**src/verilog/fb_prescaler_defs.vh**
```
// Purpose: Constants for the feedback prescaler and status pin selector
// Assumes: APB byte address is four times the register index
// Notes: Definitions only
`ifndef FB_PRESCALER_DEFS_VH
`define FB_PRESCALER_DEFS_VH
// ----------------------------------------
// Register map
// ----------------------------------------
`define FB_IDX_CTRL 10'h016
`define FB_IDX_STAT_SEL 10'h017
`define FB_IDX_A_CNT 10'h013
`define FB_IDX_B_CNT 10'h014
`define FB_IDX_STAT_LOCK 10'h01d
`define FB_ADDR_CTRL {`FB_IDX_CTRL, 2'b00}
`define FB_ADDR_STAT_SEL {`FB_IDX_STAT_SEL, 2'b00}
`define FB_ADDR_A_CNT {`FB_IDX_A_CNT, 2'b00}
`define FB_ADDR_B_CNT {`FB_IDX_B_CNT, 2'b00}
`define FB_ADDR_STAT_LOCK {`FB_IDX_STAT_LOCK, 2'b00}
// ----------------------------------------
// Field positions and reset values
// ----------------------------------------
`define FB_BYPASS_BIT 3
`define FB_PRE_LSB 0
`define FB_PRE_MSB 2
`define FB_SEL_LSB 2
`define FB_SEL_MSB 7
`define FB_LOCK_BIT 7
`define FB_CTRL_RST 8'h06
`define FB_SEL_RST 8'h00
`define FB_A_RST 8'h00
`define FB_B_RST 8'h03
`define FB_LOCK_RST 8'h00
// ----------------------------------------
// Prescaler codes
// ----------------------------------------
`define FB_PRE_FIX1 3'h0
`define FB_PRE_FIX2 3'h1
`define FB_PRE_DUAL23 3'h2
`define FB_PRE_DUAL45 3'h3
`define FB_PRE_DUAL89 3'h4
`define FB_PRE_DUAL1617 3'h5
`define FB_PRE_DUAL3233 3'h6
`define FB_PRE_FIX3 3'h7
// ----------------------------------------
// Status pin selector codes
// ----------------------------------------
`define FB_SEL_LOW 6'h00
`define FB_SEL_NDIV 6'h01
`define FB_SEL_RDIV 6'h02
`define FB_SEL_ADIV 6'h03
`define FB_SEL_PRE 6'h04
`define FB_SEL_UP 6'h05
`define FB_SEL_DN 6'h06
`endif

```
**src/verilog/mod_counter.v**
```verilog
// Purpose: Free running modulo counter with terminal pulse
// Assumes: Modulus of zero or one gives a pulse every enabled cycle
// Notes: Used for prescaler and B counter stages
`timescale 1ns/1ps
`default_nettype none
module mod_counter (
    input wire pclk, // Clock
    input wire presetn, // Async reset, active low
    input wire en, // Count enable
    input wire [7:0] modulus, // Divide ratio
    output reg [7:0] count, // Current count
    output wire term // Last count of the cycle
);
    // ----------------------------------------
    // Counter
    // ----------------------------------------
    assign term = en && (count + 8'h01 >= modulus);
    // Counts up and wraps at the modulus
    always @(posedge pclk or negedge presetn) begin
        if (!presetn) begin
            count <= 8'h00;
        end else if (term) begin
            count <= 8'h00;
        end else if (en) begin
            count <= count + 8'h01;
        end
    end
endmodule // mod_counter
`default_nettype wire

```
**src/verilog/feedback_prescaler_status_mux.v**
```verilog
// Purpose: Feedback divider prescaler, B bypass and status pin selector
// Assumes: Oscillator input is a clock enable on pclk; APB slave, 32-bit data
// Notes: Feedback division is P*B+A in dual modulus modes
// Overview of operation
// - The B bypass bit acts only while a fixed divide prescaler mode is chosen.
// - With bypass set the B counter divides by one, else it counts normally.
// - A three-bit field picks the prescaler mode, code zero being divide by one.
// - In a dual modulus mode the larger modulus is used while A is not zero.
// - After reset the prescaler sits in the 32/33 dual modulus mode.
// - A six-bit selector drives the status pin, zero low and one the N output.
// - Codes two to six route R output, A output, prescaler output, up and down.
// - The feedback divider is prescaler plus A and B counters, fed to the detector.
`timescale 1ns/1ps
`default_nettype none
`include "fb_prescaler_defs.vh"
module feedback_prescaler_status_mux (
    input wire pclk, // APB clock
    input wire presetn, // Async reset, active low
    input wire psel, // APB select
    input wire penable, // APB enable
    input wire pwrite, // APB direction
    input wire [11:0] paddr, // APB byte address
    input wire [31:0] pwdata, // APB write data
    output reg [31:0] prdata, // APB read data
    output wire pready, // APB ready
    output wire pslverr, // APB error
    input wire osc_en, // Prescaler input clock enable
    input wire rdiv_out, // Delayed reference divider output
    input wire ndiv_delayed, // Delayed feedback divider output
    input wire phase_freq_detector_up, // Phase detector up pulse
    input wire phase_freq_detector_dn, // Phase detector down pulse
    output reg fb_out, // Feedback divider output to phase detector
    output reg adiv_out, // A divider output
    output reg pre_out, // Prescaler output
    output reg status_pin // Status pin level
);
    reg [7:0] ctrl;
    reg [7:0] stat_sel;
    reg [7:0] a_cnt;
    reg [7:0] b_cnt;
    reg [7:0] stat_lock;
    reg [7:0] pre_mod;
    reg [7:0] b_mod;
    reg [7:0] a_left;
    reg fixed_divide_mode;
    reg next_status;
    wire [2:0] pre_code;
    wire pre_term;
    wire b_term;
    wire bypass_eff;
    wire wr_en;
    wire rd_en;
    wire addr_ok;

    // ----------------------------------------
    // APB slave
    // ----------------------------------------
    assign pready = 1'b1;
    assign wr_en = psel && penable && pwrite;
    assign rd_en = psel && penable && !pwrite;
    assign addr_ok = (paddr == `FB_ADDR_CTRL) || (paddr == `FB_ADDR_STAT_SEL) ||
                     (paddr == `FB_ADDR_A_CNT) || (paddr == `FB_ADDR_B_CNT) ||
                     (paddr == `FB_ADDR_STAT_LOCK);
    assign pslverr = psel && penable && !addr_ok;

    // Register writes; selector holds while the lock bit is set
    always @(posedge pclk or negedge presetn) begin
        if (!presetn) begin
            ctrl <= `FB_CTRL_RST;
            stat_sel <= `FB_SEL_RST;
            a_cnt <= `FB_A_RST;
            b_cnt <= `FB_B_RST;
            stat_lock <= `FB_LOCK_RST;
        end else if (wr_en) begin
            case (paddr)
                `FB_ADDR_CTRL: ctrl <= pwdata[7:0];
                `FB_ADDR_STAT_SEL: begin
                    if (!stat_lock[`FB_LOCK_BIT]) begin
                        stat_sel <= {pwdata[7:2], 2'b00};
                    end
                end
                `FB_ADDR_A_CNT: a_cnt <= {2'b00, pwdata[5:0]};
                `FB_ADDR_B_CNT: b_cnt <= pwdata[7:0];
                `FB_ADDR_STAT_LOCK: stat_lock <= {pwdata[7], 7'h00};
                default: ctrl <= ctrl;
            endcase
        end
    end

    // Read data register
    always @(posedge pclk or negedge presetn) begin
        if (!presetn) begin
            prdata <= 32'h00000000;
        end else if (psel && !penable && !pwrite) begin
            case (paddr)
                `FB_ADDR_CTRL: prdata <= {24'h000000, ctrl};
                `FB_ADDR_STAT_SEL: prdata <= {24'h000000, stat_sel};
                `FB_ADDR_A_CNT: prdata <= {24'h000000, a_cnt};
                `FB_ADDR_B_CNT: prdata <= {24'h000000, b_cnt};
                `FB_ADDR_STAT_LOCK: prdata <= {24'h000000, stat_lock};
                default: prdata <= 32'h00000000;
            endcase
        end else if (rd_en) begin
            prdata <= prdata;
        end
    end

    // ----------------------------------------
    // Prescaler modulus
    // ----------------------------------------
    assign pre_code = ctrl[`FB_PRE_MSB:`FB_PRE_LSB];

    // Modulus per mode; A nonzero and not yet spent picks the larger one
    always @* begin
        fixed_divide_mode = 1'b0;
        case (pre_code)
            `FB_PRE_FIX1: begin
                pre_mod = 8'h01;
                fixed_divide_mode = 1'b1;
            end
            `FB_PRE_FIX2: begin
                pre_mod = 8'h02;
                fixed_divide_mode = 1'b1;
            end
            `FB_PRE_DUAL23: pre_mod = (a_left != 8'h00) ? 8'h03 : 8'h02;
            `FB_PRE_DUAL45: pre_mod = (a_left != 8'h00) ? 8'h05 : 8'h04;
            `FB_PRE_DUAL89: pre_mod = (a_left != 8'h00) ? 8'h09 : 8'h08;
            `FB_PRE_DUAL1617: pre_mod = (a_left != 8'h00) ? 8'h11 : 8'h10;
            `FB_PRE_DUAL3233: pre_mod = (a_left != 8'h00) ? 8'h21 : 8'h20;
            `FB_PRE_FIX3: begin
                pre_mod = 8'h03;
                fixed_divide_mode = 1'b1;
            end
            default: pre_mod = 8'h01;
        endcase
    end

    // Bypass honoured only in fixed divide modes
    assign bypass_eff = ctrl[`FB_BYPASS_BIT] && fixed_divide_mode;
    always @* begin
        b_mod = bypass_eff ? 8'h01 : b_cnt;
    end

    // ----------------------------------------
    // Divider chain
    // ----------------------------------------
    mod_counter u_pre (
        .pclk(pclk),
        .presetn(presetn),
        .en(osc_en),
        .modulus(pre_mod),
        .count(),
        .term(pre_term)
    );

    mod_counter u_b (
        .pclk(pclk),
        .presetn(presetn),
        .en(pre_term),
        .modulus(b_mod),
        .count(),
        .term(b_term)
    );

    // A swallow count reloads at each feedback cycle; outputs registered
    always @(posedge pclk or negedge presetn) begin
        if (!presetn) begin
            a_left <= 8'h00;
            fb_out <= 1'b0;
            adiv_out <= 1'b0;
            pre_out <= 1'b0;
        end else begin
            if (b_term || fixed_divide_mode) begin
                a_left <= fixed_divide_mode ? 8'h00 : a_cnt;
            end else if (pre_term && a_left != 8'h00) begin
                a_left <= a_left - 8'h01;
            end
            fb_out <= b_term;
            adiv_out <= pre_term && (a_left == 8'h01);
            pre_out <= pre_term;
        end
    end

    // ----------------------------------------
    // Status pin selector
    // ----------------------------------------
    always @* begin
        case (stat_sel[`FB_SEL_MSB:`FB_SEL_LSB])
            `FB_SEL_LOW: next_status = 1'b0;
            `FB_SEL_NDIV: next_status = ndiv_delayed;
            `FB_SEL_RDIV: next_status = rdiv_out;
            `FB_SEL_ADIV: next_status = adiv_out;
            `FB_SEL_PRE: next_status = pre_out;
            `FB_SEL_UP: next_status = phase_freq_detector_up;
            `FB_SEL_DN: next_status = phase_freq_detector_dn;
            default: next_status = 1'b0;
        endcase
    end

    // Registered status pin
    always @(posedge pclk or negedge presetn) begin
        if (!presetn) begin
            status_pin <= 1'b0;
        end else begin
            status_pin <= next_status;
        end
    end
endmodule // feedback_prescaler_status_mux
`default_nettype wire

```
**config.mk**
```make
export PLATFORM = sky130hd
export DESIGN_NAME = feedback_prescaler_status_mux
export DESIGN_NICKNAME = d
export VERILOG_FILES = /design/src/verilog/mod_counter.v /design/src/verilog/feedback_prescaler_status_mux.v
export VERILOG_INCLUDE_DIRS = /design/src /design/src/verilog
export SDC_FILE = /design/constraint.sdc
export NUM_CORES = 1
export LEC_CHECK = 0
export BUFFER_PORTS_ARGS = -buffer_cell sky130_fd_sc_hd__buf_2
export CAP_MARGIN = 20
export CORE_MARGIN = 2
export CORE_UTILIZATION = 31
export DETAILED_ROUTE_END_ITERATION = 7
export PLACE_DENSITY_LB_ADDON = 0.15
export SETUP_SLACK_MARGIN = 0.02
export SKIP_LAST_GASP = 1
export SLEW_MARGIN = 10
export SYNTH_ARGS = -nofsm -noshare
export SYNTH_HDL_FRONTEND = slang
export SYNTH_HIERARCHICAL = 1
export SYNTH_SLANG_ARGS = --single-unit
```
**constraint.sdc**
```tcl
create_clock -name pclk -period 3.6 [get_ports pclk]
set_input_delay 0.36 -clock pclk [delete_from_list [all_inputs] [get_ports pclk]]
set_output_delay 0.36 -clock pclk [all_outputs]
set_load 0.05 [all_outputs]
```
==> metrics, run 1 <==
status complete, no violations; grt ovf 0; most common cell after layout, fill and taps aside dfrtp_1; Ant. Diodes 0; Worst Path Required 3.86 ns; CTS tree done; Chip Height between 100 and 150 µm; Routability Congestion between 0.8 and 0.9; DRC violations left 0; routed len/inst roughly 15 µm; Max Freq 0.307 GHz; Clock Pin Slew Worst Setup and Hold Paths approximately 0.06 ns; Mean Syn Cell Area between 10 and 15 µm²; Sum Neg Setup Slack 0 ns; PortBufs 42; Syn Std Cell Area about 4200 µm²; Setup Viol. Count Final 0; I/O pin total 92; setup slack at placement around 0.14 ns; DPL Wire Length approximately 7 mm; first-pass GRT wire length ~16 mm; die area between 10000 and 15000 µm²; vias in the first global route 3047; final worst slack 0.338 ns; worst hold path class in2async; slowest stage delay, CP between 0.4 and 0.5 ns; clock buffer count from CTS 9; Vias 3083; Starting Density 0.316; Die X around 120 µm; Post-Syn Instances between 400 and 500; clock skew about 0.0086 ns; worst slew pin tran 0.833 ns; Max-Cap Viols 0; layout cells sized above 1 0.279; CTS root buffer clkbuf_16; First-pass DRT Iterations 4; register area share after synthesis 0.392; Max Slew Vio Count 0; Rows 42; CTS Hold Bufs 0; Total GRT Usage 0.145; crit-path cells inv_1 > ha_1 > nor3b_4 > nand2_1 > a221o_1 > ha_1 > nand2b_4 > a2111oi_4 > o31ai_4 > and2_4 > and2_4 > a221o_1 > a21oi_1; leakage 0.00225 µW; Yosys warnings 6; Vias/cell 4.86; final period utilization 0.906; Starting DRT DRC Count around 120; RSZ-0062 raised after global routing no; Slew headroom 0.445; Final Hold Fails 0; fin crit period 3.26 ns; fin util 0.370; Distinct cells, synth 68; Max rail drop VDD around 0.29 mV; Critical Path Fanout Max 12; Routed Antenna Nets 0; delay-heaviest family, CP compound AO/OA/AOI/OAI gates; Nets around 530; ys async rst share 1.00; largest net degree at the start of global routing 36; clk buf depth 2; CP Capture Type flop; Critical Path AT between 3 and 4 ns; clk_lat worst skew 0.34 ns; Core Area approximately 13000 µm²; CP max-delay cell dfrtp_1; CP startpoint kind flop; H-tree levels 3; WHS about 0.12 ns; EDFF count, synth 0; commonest non-fill, non-tap cells in the layout dfrtp_1 (61), buf_2 (42), nand2_1 (28); Detailed Route WL between 9 and 10 mm; synthesis-to-finish area growth 17.1%; initial antenna violation count 0; clk sink count 65; Worst Path Buf+Inv 1; Pwr Density around 490 nW/µm²; ys flop type dfrtp_1; CP Class reg2reg; Overall Power 2380 µW; flops & latches, synth 65
synth_stat cells (4+ instances only):
master | number | area (µm²)
a21oi_1 | 10 | 50.1
a22o_1 | 5 | 43.8
and2_1 | 8 | 50.1
buf_4 | 25 | 188
clkbuf_1 | 9 | 33.8
dfrtp_1 | 61 | 1530
dfstp_2 | 4 | 105
ha_1 | 20 | 250
inv_1 | 21 | 78.8
mux2_2 | 26 | 293
mux2_4 | 8 | 120
mux2i_1 | 5 | 50.1
nand2_1 | 28 | 105
nand3_1 | 10 | 50.1
nor2_1 | 21 | 78.8
nor3_1 | 12 | 60.1
nor3b_1 | 5 | 37.5
nor4_1 | 4 | 25.0
o21a_1 | 4 | 30.0
o21ai_0 | 10 | 50.1
o2bb2ai_1 | 8 | 70.1
xnor2_1 | 8 | 70.1
xor2_1 | 8 | 70.1
power by group:
group          internal (µW)  leakage [µW]  switching (µW)
Sequential               774      0.000881            55.1
Clock                    646      0.000159             339
Combinational            231       0.00122             337
state kept, by name (all words and copies together), names as in the netlist, 6 cells and up:
register,count
prdata,8
u_b/count,8
a_left,8
stat_sel,6
b_cnt,8
ctrl,8
u_pre/count,8
a_cnt,6
final timing paths:
check / slack [ns] / cells past startpoint / startpoint / endpoint
max reg2reg: 0.34 / 13 / a_left[1] / a_left[1]
min: 0.12 / 1 / presetn / u_b/count[2]
max in group asynchronous: 2.67 / 2 / presetn / b_cnt[0]
min reg2reg: 0.48 / 2 / prdata[1] / prdata[1]
min in group pclk: 0.30 / 2 / pwdata[1] / b_cnt[1]
max: 0.34 / 13 / a_left[1] / a_left[1]
layout make-up:
| class | count | area [µm²] |
|---|---|---|
| Timing Repair Buffer | 53 | 293 |
| Tap cell | 176 | 220 |
| Multi-Input combinational cell | 301 | 2310 |
| Sequential cell | 65 | 1630 |
| Fill cell | 1323 | 8310 |
| Inverter | 23 | 86.3 |
| Clock buffer | 12 | 256 |
| Clock inverter | 4 | 76.3 |
cell families after synthesis:
group           share of synthesized area
compound gates                      0.146
xor+xnor                           0.0336
flops                               0.392
mux                                 0.111
simple gates                        0.176
buf+inv                            0.0802
fa+ha+maj                          0.0601
other cells                       0.00180
per-stage QoR:
step | cells | area (µm²)
after floorplan | 427 | 4270
after global placement | 618 | 4530
after detailed placement | 618 | 4530
after CTS | 634 | 4860
after global routing | 634 | 4880
final | 634 | 4880
layer usage:
layer  track usage  vias to the layer above  wire length, µm
li1              -                     1507                -
met1         0.208                     1517             4870
met2         0.213                       47             4210
met3        0.0242                       12              240
met4        0.0647                        0              198
met5             0                        -                0
what timing repair did:
item,in CTS,in global routing
setup endpoints to repair,0,8
resized for setup,0,5
setup buffers,0,0
(Power assumes the default switching activity.)
==> run 2: changes to the inputs <==
--- a/config.mk
+++ b/config.mk
@@ -9,7 +9,7 @@
 export BUFFER_PORTS_ARGS = -buffer_cell sky130_fd_sc_hd__buf_2
 export CAP_MARGIN = 20
 export CORE_MARGIN = 2
-export CORE_UTILIZATION = 31
+export CORE_UTILIZATION = 49
 export DETAILED_ROUTE_END_ITERATION = 7
 export PLACE_DENSITY_LB_ADDON = 0.15
 export SETUP_SLACK_MARGIN = 0.02
@@ -17,5 +17,5 @@
 export SLEW_MARGIN = 10
 export SYNTH_ARGS = -nofsm -noshare
 export SYNTH_HDL_FRONTEND = slang
-export SYNTH_HIERARCHICAL = 1
 export SYNTH_SLANG_ARGS = --single-unit
+export TNS_END_PERCENT = 1
==> metrics, run 2 <==
status complete, no violations (unchanged); Routability Congestion 0.800 (was 0.808); crit-path most repeated cell ha_1; die area 8700 µm² (was 14400 µm²); Ant. Diodes 0 (unchanged); leading area contributor after synthesis dfrtp_1 (unchanged); Core Area 7730 µm² (was 13200 µm²); sw power 589 µW (was 731 µW); ys async rst share 1.00 (unchanged); Pwr Density 432 nW/µm² (was 488 nW/µm²); CTS tree done (unchanged); Slew headroom 0.305 (was 0.445); CP max-delay cell a2111o_1 (was dfrtp_1); EDFF count, synth 0 (unchanged); grt ovf 0 (unchanged); multi-input logic area 2120 µm² (was 2310 µm²); commonest non-fill, non-tap cells in the layout dfrtp_1 (61), buf_2 (42), nand2_1 (31) (was dfrtp_1 (61), buf_2 (42), nand2_1 (28)); first-pass GRT wire length 14.1 mm (was 16.4 mm); CTS root buffer clkbuf_8 (was clkbuf_16); Chip Height 93.3 µm (was 120 µm); slowest stage delay, CP 0.42 ns (was 0.41 ns); clk buf depth 2 (unchanged); clk sink count 65 (unchanged); leakage 0.00204 µW (was 0.00225 µW); Comb power frac 0.188 (was 0.238); Detailed Route WL 8.49 mm (was 9.52 mm); Syn Std Cell Area 3910 µm² (was 4170 µm²); largest net degree at the start of global routing 43 (was 36); final period utilization 0.934 (was 0.906); register area share after synthesis 0.418 (was 0.392); top post-synthesis cells by area dfrtp_1 (39%), mux2_2 (8.4%), ha_1 (5.8%) (was dfrtp_1 (37%), mux2_2 (7.0%), ha_1 (6.0%)); CP Class reg2reg (unchanged); Rows 32 (was 42); Yosys warnings 0 (was 6); RSZ-0062 raised after global routing no (unchanged); WHS 0.262 ns (was 0.119 ns); Worst Path Buf+Inv 2 (was 1); Nets 502 (was 527); register area 1630 µm² (unchanged); Max-Cap Viols 0 (unchanged); fill count 683 (was 1323); delay-heaviest family, CP compound AO/OA/AOI/OAI gates (unchanged); I/O pin total 92 (unchanged); Routed Antenna Nets 0 (unchanged); vias in the first global route 2899 (was 3047); Die X 93.3 µm (was 120 µm); Max Slew Vio Count 0 (unchanged); top cells by count, synth dfrtp_1 (61), nand2_1 (31), mux2_2 (29), buf_4 (27), nor2_1 (22) (was dfrtp_1 (61), nand2_1 (28), mux2_2 (26), buf_4 (25)); Final Hold Fails 0 (unchanged); CP startpoint kind flop (unchanged); setup bufs post-CTS 0 (unchanged); clock share of power 0.409 (was 0.414); most common cell after layout, fill and taps aside dfrtp_1 (unchanged); Clock Pin Slew Worst Setup and Hold Paths 0.08 ns (was 0.06 ns); clock buffer count from CTS 9 (unchanged); Distinct cells, synth 61 (was 68); clk_lat worst skew 0.35 ns (was 0.34 ns); Max rail drop VDD 0.309 mV (was 0.289 mV); Setup Viol. Count Final 0 (unchanged); Starting Density 0.506 (was 0.316); CP Capture Type flop (unchanged); crit-path cells inv_1 > ha_1 > nor3b_2 > nand2_1 > o21ai_0 > o311ai_0 > ha_1 > nand2b_1 > a2111o_1 > a41o_1 > o21ai_2 > inv_2 > a311oi_1 > a2111oi_2 (was inv_1 > ha_1 > nor3b_4 > nand2_1 > a221o_1 > ha_1 > nand2b_4 > a2111oi_4 > o31ai_4 > and2_4 > and2_4 > a221o_1 > a21oi_1); Total GRT Usage 0.207 (was 0.145); initial antenna violation count 0 (unchanged); layout cells sized above 1 0.271 (was 0.279); Vias/cell 5.57 (was 4.86); DRC violations left 0 (unchanged); fin crit period 3.36 ns (was 3.26 ns); Critical Path AT 3.58 ns (was 3.52 ns); flops & latches, synth 65 (unchanged); Mean Syn Cell Area 10.3 µm² (was 10.4 µm²); routed len/inst 15.8 µm (was 15.0 µm); PortBufs 42 (unchanged); Post-Syn Instances 381 (was 402); DPL Wire Length 6.19 mm (was 7.15 mm); First-pass DRT Iterations 4 (unchanged); switching power share of the total 0.308 (was 0.307); clock skew 0.00965 ns (was 0.00856 ns); share of the synthesized area in the top cell type 0.391 (was 0.366); top-count cell post-synth dfrtp_1 (unchanged); Max Freq 0.298 GHz (was 0.307 GHz); Critical Path Fanout Max 14 (was 12); Starting DRT DRC Count 72 (was 122); synthesis-to-finish area growth 13.3% (was 17.1%); worst slew pin tran 1.04 ns (was 0.833 ns); ys flop type dfrtp_1 (unchanged); Worst Path Required 3.82 ns (was 3.86 ns); Sum Neg Setup Slack 0 ns (unchanged); Vias 2993 (was 3083); worst hold path class in2reg (was in2async); H-tree levels 3 (unchanged); P_int 1320 µW (was 1650 µW); register share of total power 0.403 (was 0.348)
==> run 2: changes by cell type after synthesis, sizes merged, moves of 5 or more <==
cell | previous run | this run
inv | 21 | 6
nand2b | 5 | 13
o2bb2ai | 8 | 0
nor3 | 12 | 5
a31oi | 3 | 9
clkbuf | 11 | 5
a21oi | 12 | 17
a22oi | 3 | 8
and2 | 10 | 5
mux2 | 34 | 29
o21ai | 11 | 16
==> run 2: worst paths after layout <==
kind                               from  depth (start not counted)             end  slack (ns)
max reg2reg                   a_left[0]                         14       a_left[2]        0.24
min reg2reg                u_b.count[7]                          2    u_b.count[7]        0.51
max                           a_left[0]                         14       a_left[2]        0.24
min                              osc_en                          2  u_pre.count[7]        0.26
min in group asynchronous       presetn                          2  u_pre.count[5]        0.52
max in group asynchronous       presetn                          3        a_cnt[4]        2.13
==> run 2: final cells by class <==
type	instances	area share
sequential	65	0.369
timing repair buffer	51	0.0633
multi-input combinational	297	0.478
inverter	6	0.00509
clock inverter	7	0.0283
tap	102	0.0288
clock buffer	9	0.0280
==> run 2: worst reg2reg max path: stages, from the launching register on <==
cell and delay, ns:
dfrtp_1 0.41, inv_1 0.11, ha_1 0.19, nor3b_2 0.22
nand2_1 0.13, o21ai_0 0.18, o311ai_0 0.15, ha_1 0.29
nand2b_1 0.14, a2111o_1 0.42, a41o_1 0.26, o21ai_2 0.16
inv_2 0.15, a311oi_1 0.34, a2111oi_2 0.09
==> run 2: repair_timing <==
action,4_1_cts,5_1_grt
resized for setup,0,2
setup endpoints to repair,0,12
endpoints found under the hold margin,13,0
hold buffers,1,0
==> run 2: power by group through the flow <==
stage	registers [µW]	clock network, µW	logic (µW)
2_1_floorplan	849	0	217
5_1_grt	775	826	388
3_3_place_gp	786	0	353
4_1_cts	772	796	360
3_5_place_dp	786	0	359
6_report	771	782	359
==> run 2: through the flow <==
step | cells | setup slack, ns | total power, µW | area [µm²] | util
5_1_grt | 537 | 0.0182 | 1990 | 4430 | 0.573
4_1_cts | 537 | 0.0743 | 1930 | 4420 | 0.571
3_5_place_dp | 520 | 0.0979 | 1150 | 4160 | 0.538
3_3_place_gp | 520 | 0.227 | 1140 | 4160 | 0.538
2_1_floorplan | 404 | 0.367 | 1070 | 3990 | -
6_report | 537 | 0.239 | 1910 | 4430 | 0.573
==> run 2: metal layers <==
metal / vias to the layer above / track usage / share of wire
met3: 9 / 0.0435 / 0.045
met2: 74 / 0.332 / 0.48
met4: 0 / 0.0600 / 0.012
met1: 1466 / 0.283 / 0.46
met5: - / 0 / 0
li1: 1444 / - / -
==> run 2: cells by family (layout without fill, tap and decap cells) <==
family / after synthesis / count (layout) / share of synthesized area
and+or+nand+nor: 124 / 124 / 0.179
AOI/OAI and AO/OA: 84 / 84 / 0.151
buffers and inverters: 42 / 73 / 0.0692
muxes: 34 / 34 / 0.0964
other: 2 / 25 / 0.00192
DFF: 65 / 65 / 0.418
xor gates and xnor gates: 12 / 12 / 0.0269
adders and majority gates: 18 / 18 / 0.0576
==> run 3: changes to the inputs <==
--- a/config.mk
+++ b/config.mk
@@ -9,9 +9,10 @@
 export BUFFER_PORTS_ARGS = -buffer_cell sky130_fd_sc_hd__buf_2
 export CAP_MARGIN = 20
 export CORE_MARGIN = 2
-export CORE_UTILIZATION = 49
+export CORE_UTILIZATION = 54
 export DETAILED_ROUTE_END_ITERATION = 7
 export PLACE_DENSITY_LB_ADDON = 0.15
+export RECOVER_POWER = 50
 export SETUP_SLACK_MARGIN = 0.02
 export SKIP_LAST_GASP = 1
 export SLEW_MARGIN = 10
==> constraint.sdc (replaced) <==
create_clock -name pclk -period 3.1 [get_ports pclk]
set_input_delay 0.31 -clock pclk [delete_from_list [all_inputs] [get_ports pclk]]
set_output_delay 0.31 -clock pclk [all_outputs]
set_load 0.05 [all_outputs]
==> metrics, run 3 (synthesized netlist as in run 2, its figures left out) <==
Critical Path AT 3.33 ns (was 3.58 ns); CP Class reg2reg (unchanged); DPL Wire Length 6.48 mm (was 6.19 mm); fin cells 561 (was 537); final period utilization 1.01 (was 0.934); Detailed Route WL 8.82 mm (was 8.49 mm); Max-Cap Viols 1 (was 0); Worst Path Required 3.31 ns (was 3.82 ns); most common cell after layout, fill and taps aside dfrtp_1 (unchanged); Setup Viol. Count Final 1 (was 0); CP Capture Type flop (unchanged); clock buffer count from CTS 9 (unchanged); grt ovf 0 (unchanged); DRC violations left 0 (unchanged); clk_lat worst skew 0.35 ns (about the same); Die X 89.1 µm (was 93.3 µm); fill count 605 (was 683); Nets 529 (was 502); Max Slew Vio Count 39 (was 0); Routability Congestion 0.803 (was 0.800); Max rail drop VDD 0.269 mV (was 0.309 mV); Clock Pin Slew Worst Setup and Hold Paths 0.08 ns (about the same); clk buf depth 2 (unchanged); worst slew pin tran 2.10 ns (was 1.04 ns); worst hold path class in2reg (unchanged); I/O pin total 92 (unchanged); CTS tree done (unchanged); synthesis-to-finish area growth 19.3% (was 13.3%); largest net degree at the start of global routing 39 (was 43); CP startpoint kind flop (unchanged); Worst Path Buf+Inv 2 (unchanged); crit-path cells inv_2 > ha_2 > nor3b_4 > nand2_2 > o21ai_2 > o311ai_2 > ha_1 > nand2b_1 > a2111o_1 > a41o_1 > o21ai_4 > inv_4 > a311oi_4 > a2111oi_4 (was inv_1 > ha_1 > nor3b_2 > nand2_1 > o21ai_0 > o311ai_0 > ha_1 > nand2b_1 > a2111o_1 > a41o_1 > o21ai_2 > inv_2 > a311oi_1 > a2111oi_2); vias in the first global route 2918 (was 2899); Final Hold Fails 0 (unchanged); Vias/cell 5.61 (was 5.57); Core Area 7140 µm² (was 7730 µm²); failing checks capacitance limit, slew limit, setup timing; final worst slack -0.0264 ns (was 0.239 ns); first-pass GRT wire length 14.2 mm (was 14.1 mm); initial antenna violation count 0 (unchanged); CP max-delay cell dfrtp_1 (was a2111o_1); Routed Antenna Nets 0 (unchanged); Vias 3148 (was 2993); fin util 0.653 (was 0.573); delay-heaviest family, CP compound AO/OA/AOI/OAI gates (unchanged); Starting Density 0.548 (was 0.506); Critical Path Fanout Max 7 (was 14); Pwr Density 448 nW/µm² (was 432 nW/µm²); Slew headroom -0.401 (was 0.305); DP Cell Count 539 (was 520); leakage 0.00215 µW (was 0.00204 µW); Rows 31 (was 32); layout cells sized above 1 0.329 (was 0.271); Starting DRT DRC Count 204 (was 72); First-pass DRT Iterations 4 (unchanged); die area 7930 µm² (was 8700 µm²); Max Freq 0.320 GHz (was 0.298 GHz); Chip Height 89.1 µm (was 93.3 µm); fin crit period 3.13 ns (was 3.36 ns); CTS root buffer clkbuf_8 (unchanged); Total GRT Usage 0.233 (was 0.207); RSZ-0062 raised after global routing yes (was no); PortBufs 42 (unchanged); status finished, violations left (was complete, no violations); Ant. Diodes 0 (unchanged); routed len/inst 15.7 µm (was 15.8 µm); clk sink count 65 (unchanged); commonest non-fill, non-tap cells in the layout dfrtp_1 (61), buf_2 (41), buf_4 (31) (was dfrtp_1 (61), buf_2 (42), nand2_1 (31)); clock skew 0.0107 ns (was 0.00965 ns); slowest stage delay, CP 0.40 ns (was 0.42 ns); CTS Hold Bufs 0 (was 1); H-tree levels 3 (unchanged)
[run 3: final timing paths]
kind | startpoint | cells after the start | to | slack (ns)
worst max register to register | a_left[0] | 14 | a_left[5] | -0.03
worst min-delay path | osc_en | 2 | u_pre.count[7] | 0.22
max in group asynchronous | presetn | 2 | stat_sel[2] | 0.98
worst min register to register | u_b.count[7] | 2 | u_b.count[7] | 0.51
worst max-delay path | a_left[0] | 14 | a_left[5] | -0.03
min in group asynchronous | presetn | 1 | u_pre.count[6] | 0.56
[run 3: layer usage]
layer / vias to the layer above / GRT usage / wire length [µm]
met1: 1567 / 0.322 / 3990
met5: - / 0 / 0
met3: 13 / 0.0388 / 299
met4: 0 / 0.0719 / 132
li1: 1501 / - / -
met2: 67 / 0.378 / 4400
[run 3: power breakdown]
group / leakage, µW / internal [µW] / switching, µW
clock: 0.000100 / 378 / 359
combinational: 0.00118 / 140 / 316
sequential: 0.000873 / 875 / 21.0
[run 3: repair_timing]
item / 4_1_cts / 5_1_grt
resized for setup: 5 / 17
setup buffers: 3 / 3
pin swaps: 3 / 7
setup endpoints to repair: 11 / 23
[run 3: stage by stage]
step / setup WS (ns) / TNS [ns] / power [µW] / cell area [µm²] / hold WS [ns]
global placement: -0.0190 / -0.0248 / 1330 / 4320 / 0.461
finish: -0.0264 / -0.0264 / 2090 / 4660 / 0.221
global route: -0.169 / -2.02 / 2190 / 4660 / 0.228
CTS: 0.0179 / 0 / 2090 / 4560 / 0.0814
floorplan: -0.0139 / -0.0267 / 1240 / 4000 / 0.0144
detailed placement: -0.0657 / -0.231 / 1340 / 4320 / 0.457
[run 3: layout make-up]
cell class	instances	area, µm²	share of cell area
Multi-Input combinational cell	297	2200	0.471
Clock buffer	9	124	0.0266
Clock inverter	7	77.6	0.0166
Inverter	6	25.0	0.00537
Timing Repair Buffer	78	483	0.104
Tap cell	99	124	0.0266
Sequential cell	65	1630	0.350
[run 3: worst reg2reg max path: stages, from the launching register on]
cell and delay [ns]:
dfrtp_1 0.40, inv_2 0.07, ha_2 0.18, nor3b_4 0.23, nand2_2 0.11, o21ai_2 0.16, o311ai_2 0.11, ha_1 0.27
nand2b_1 0.14, a2111o_1 0.38, a41o_1 0.27, o21ai_4 0.19, inv_4 0.10, a311oi_4 0.35, a2111oi_4 0.06
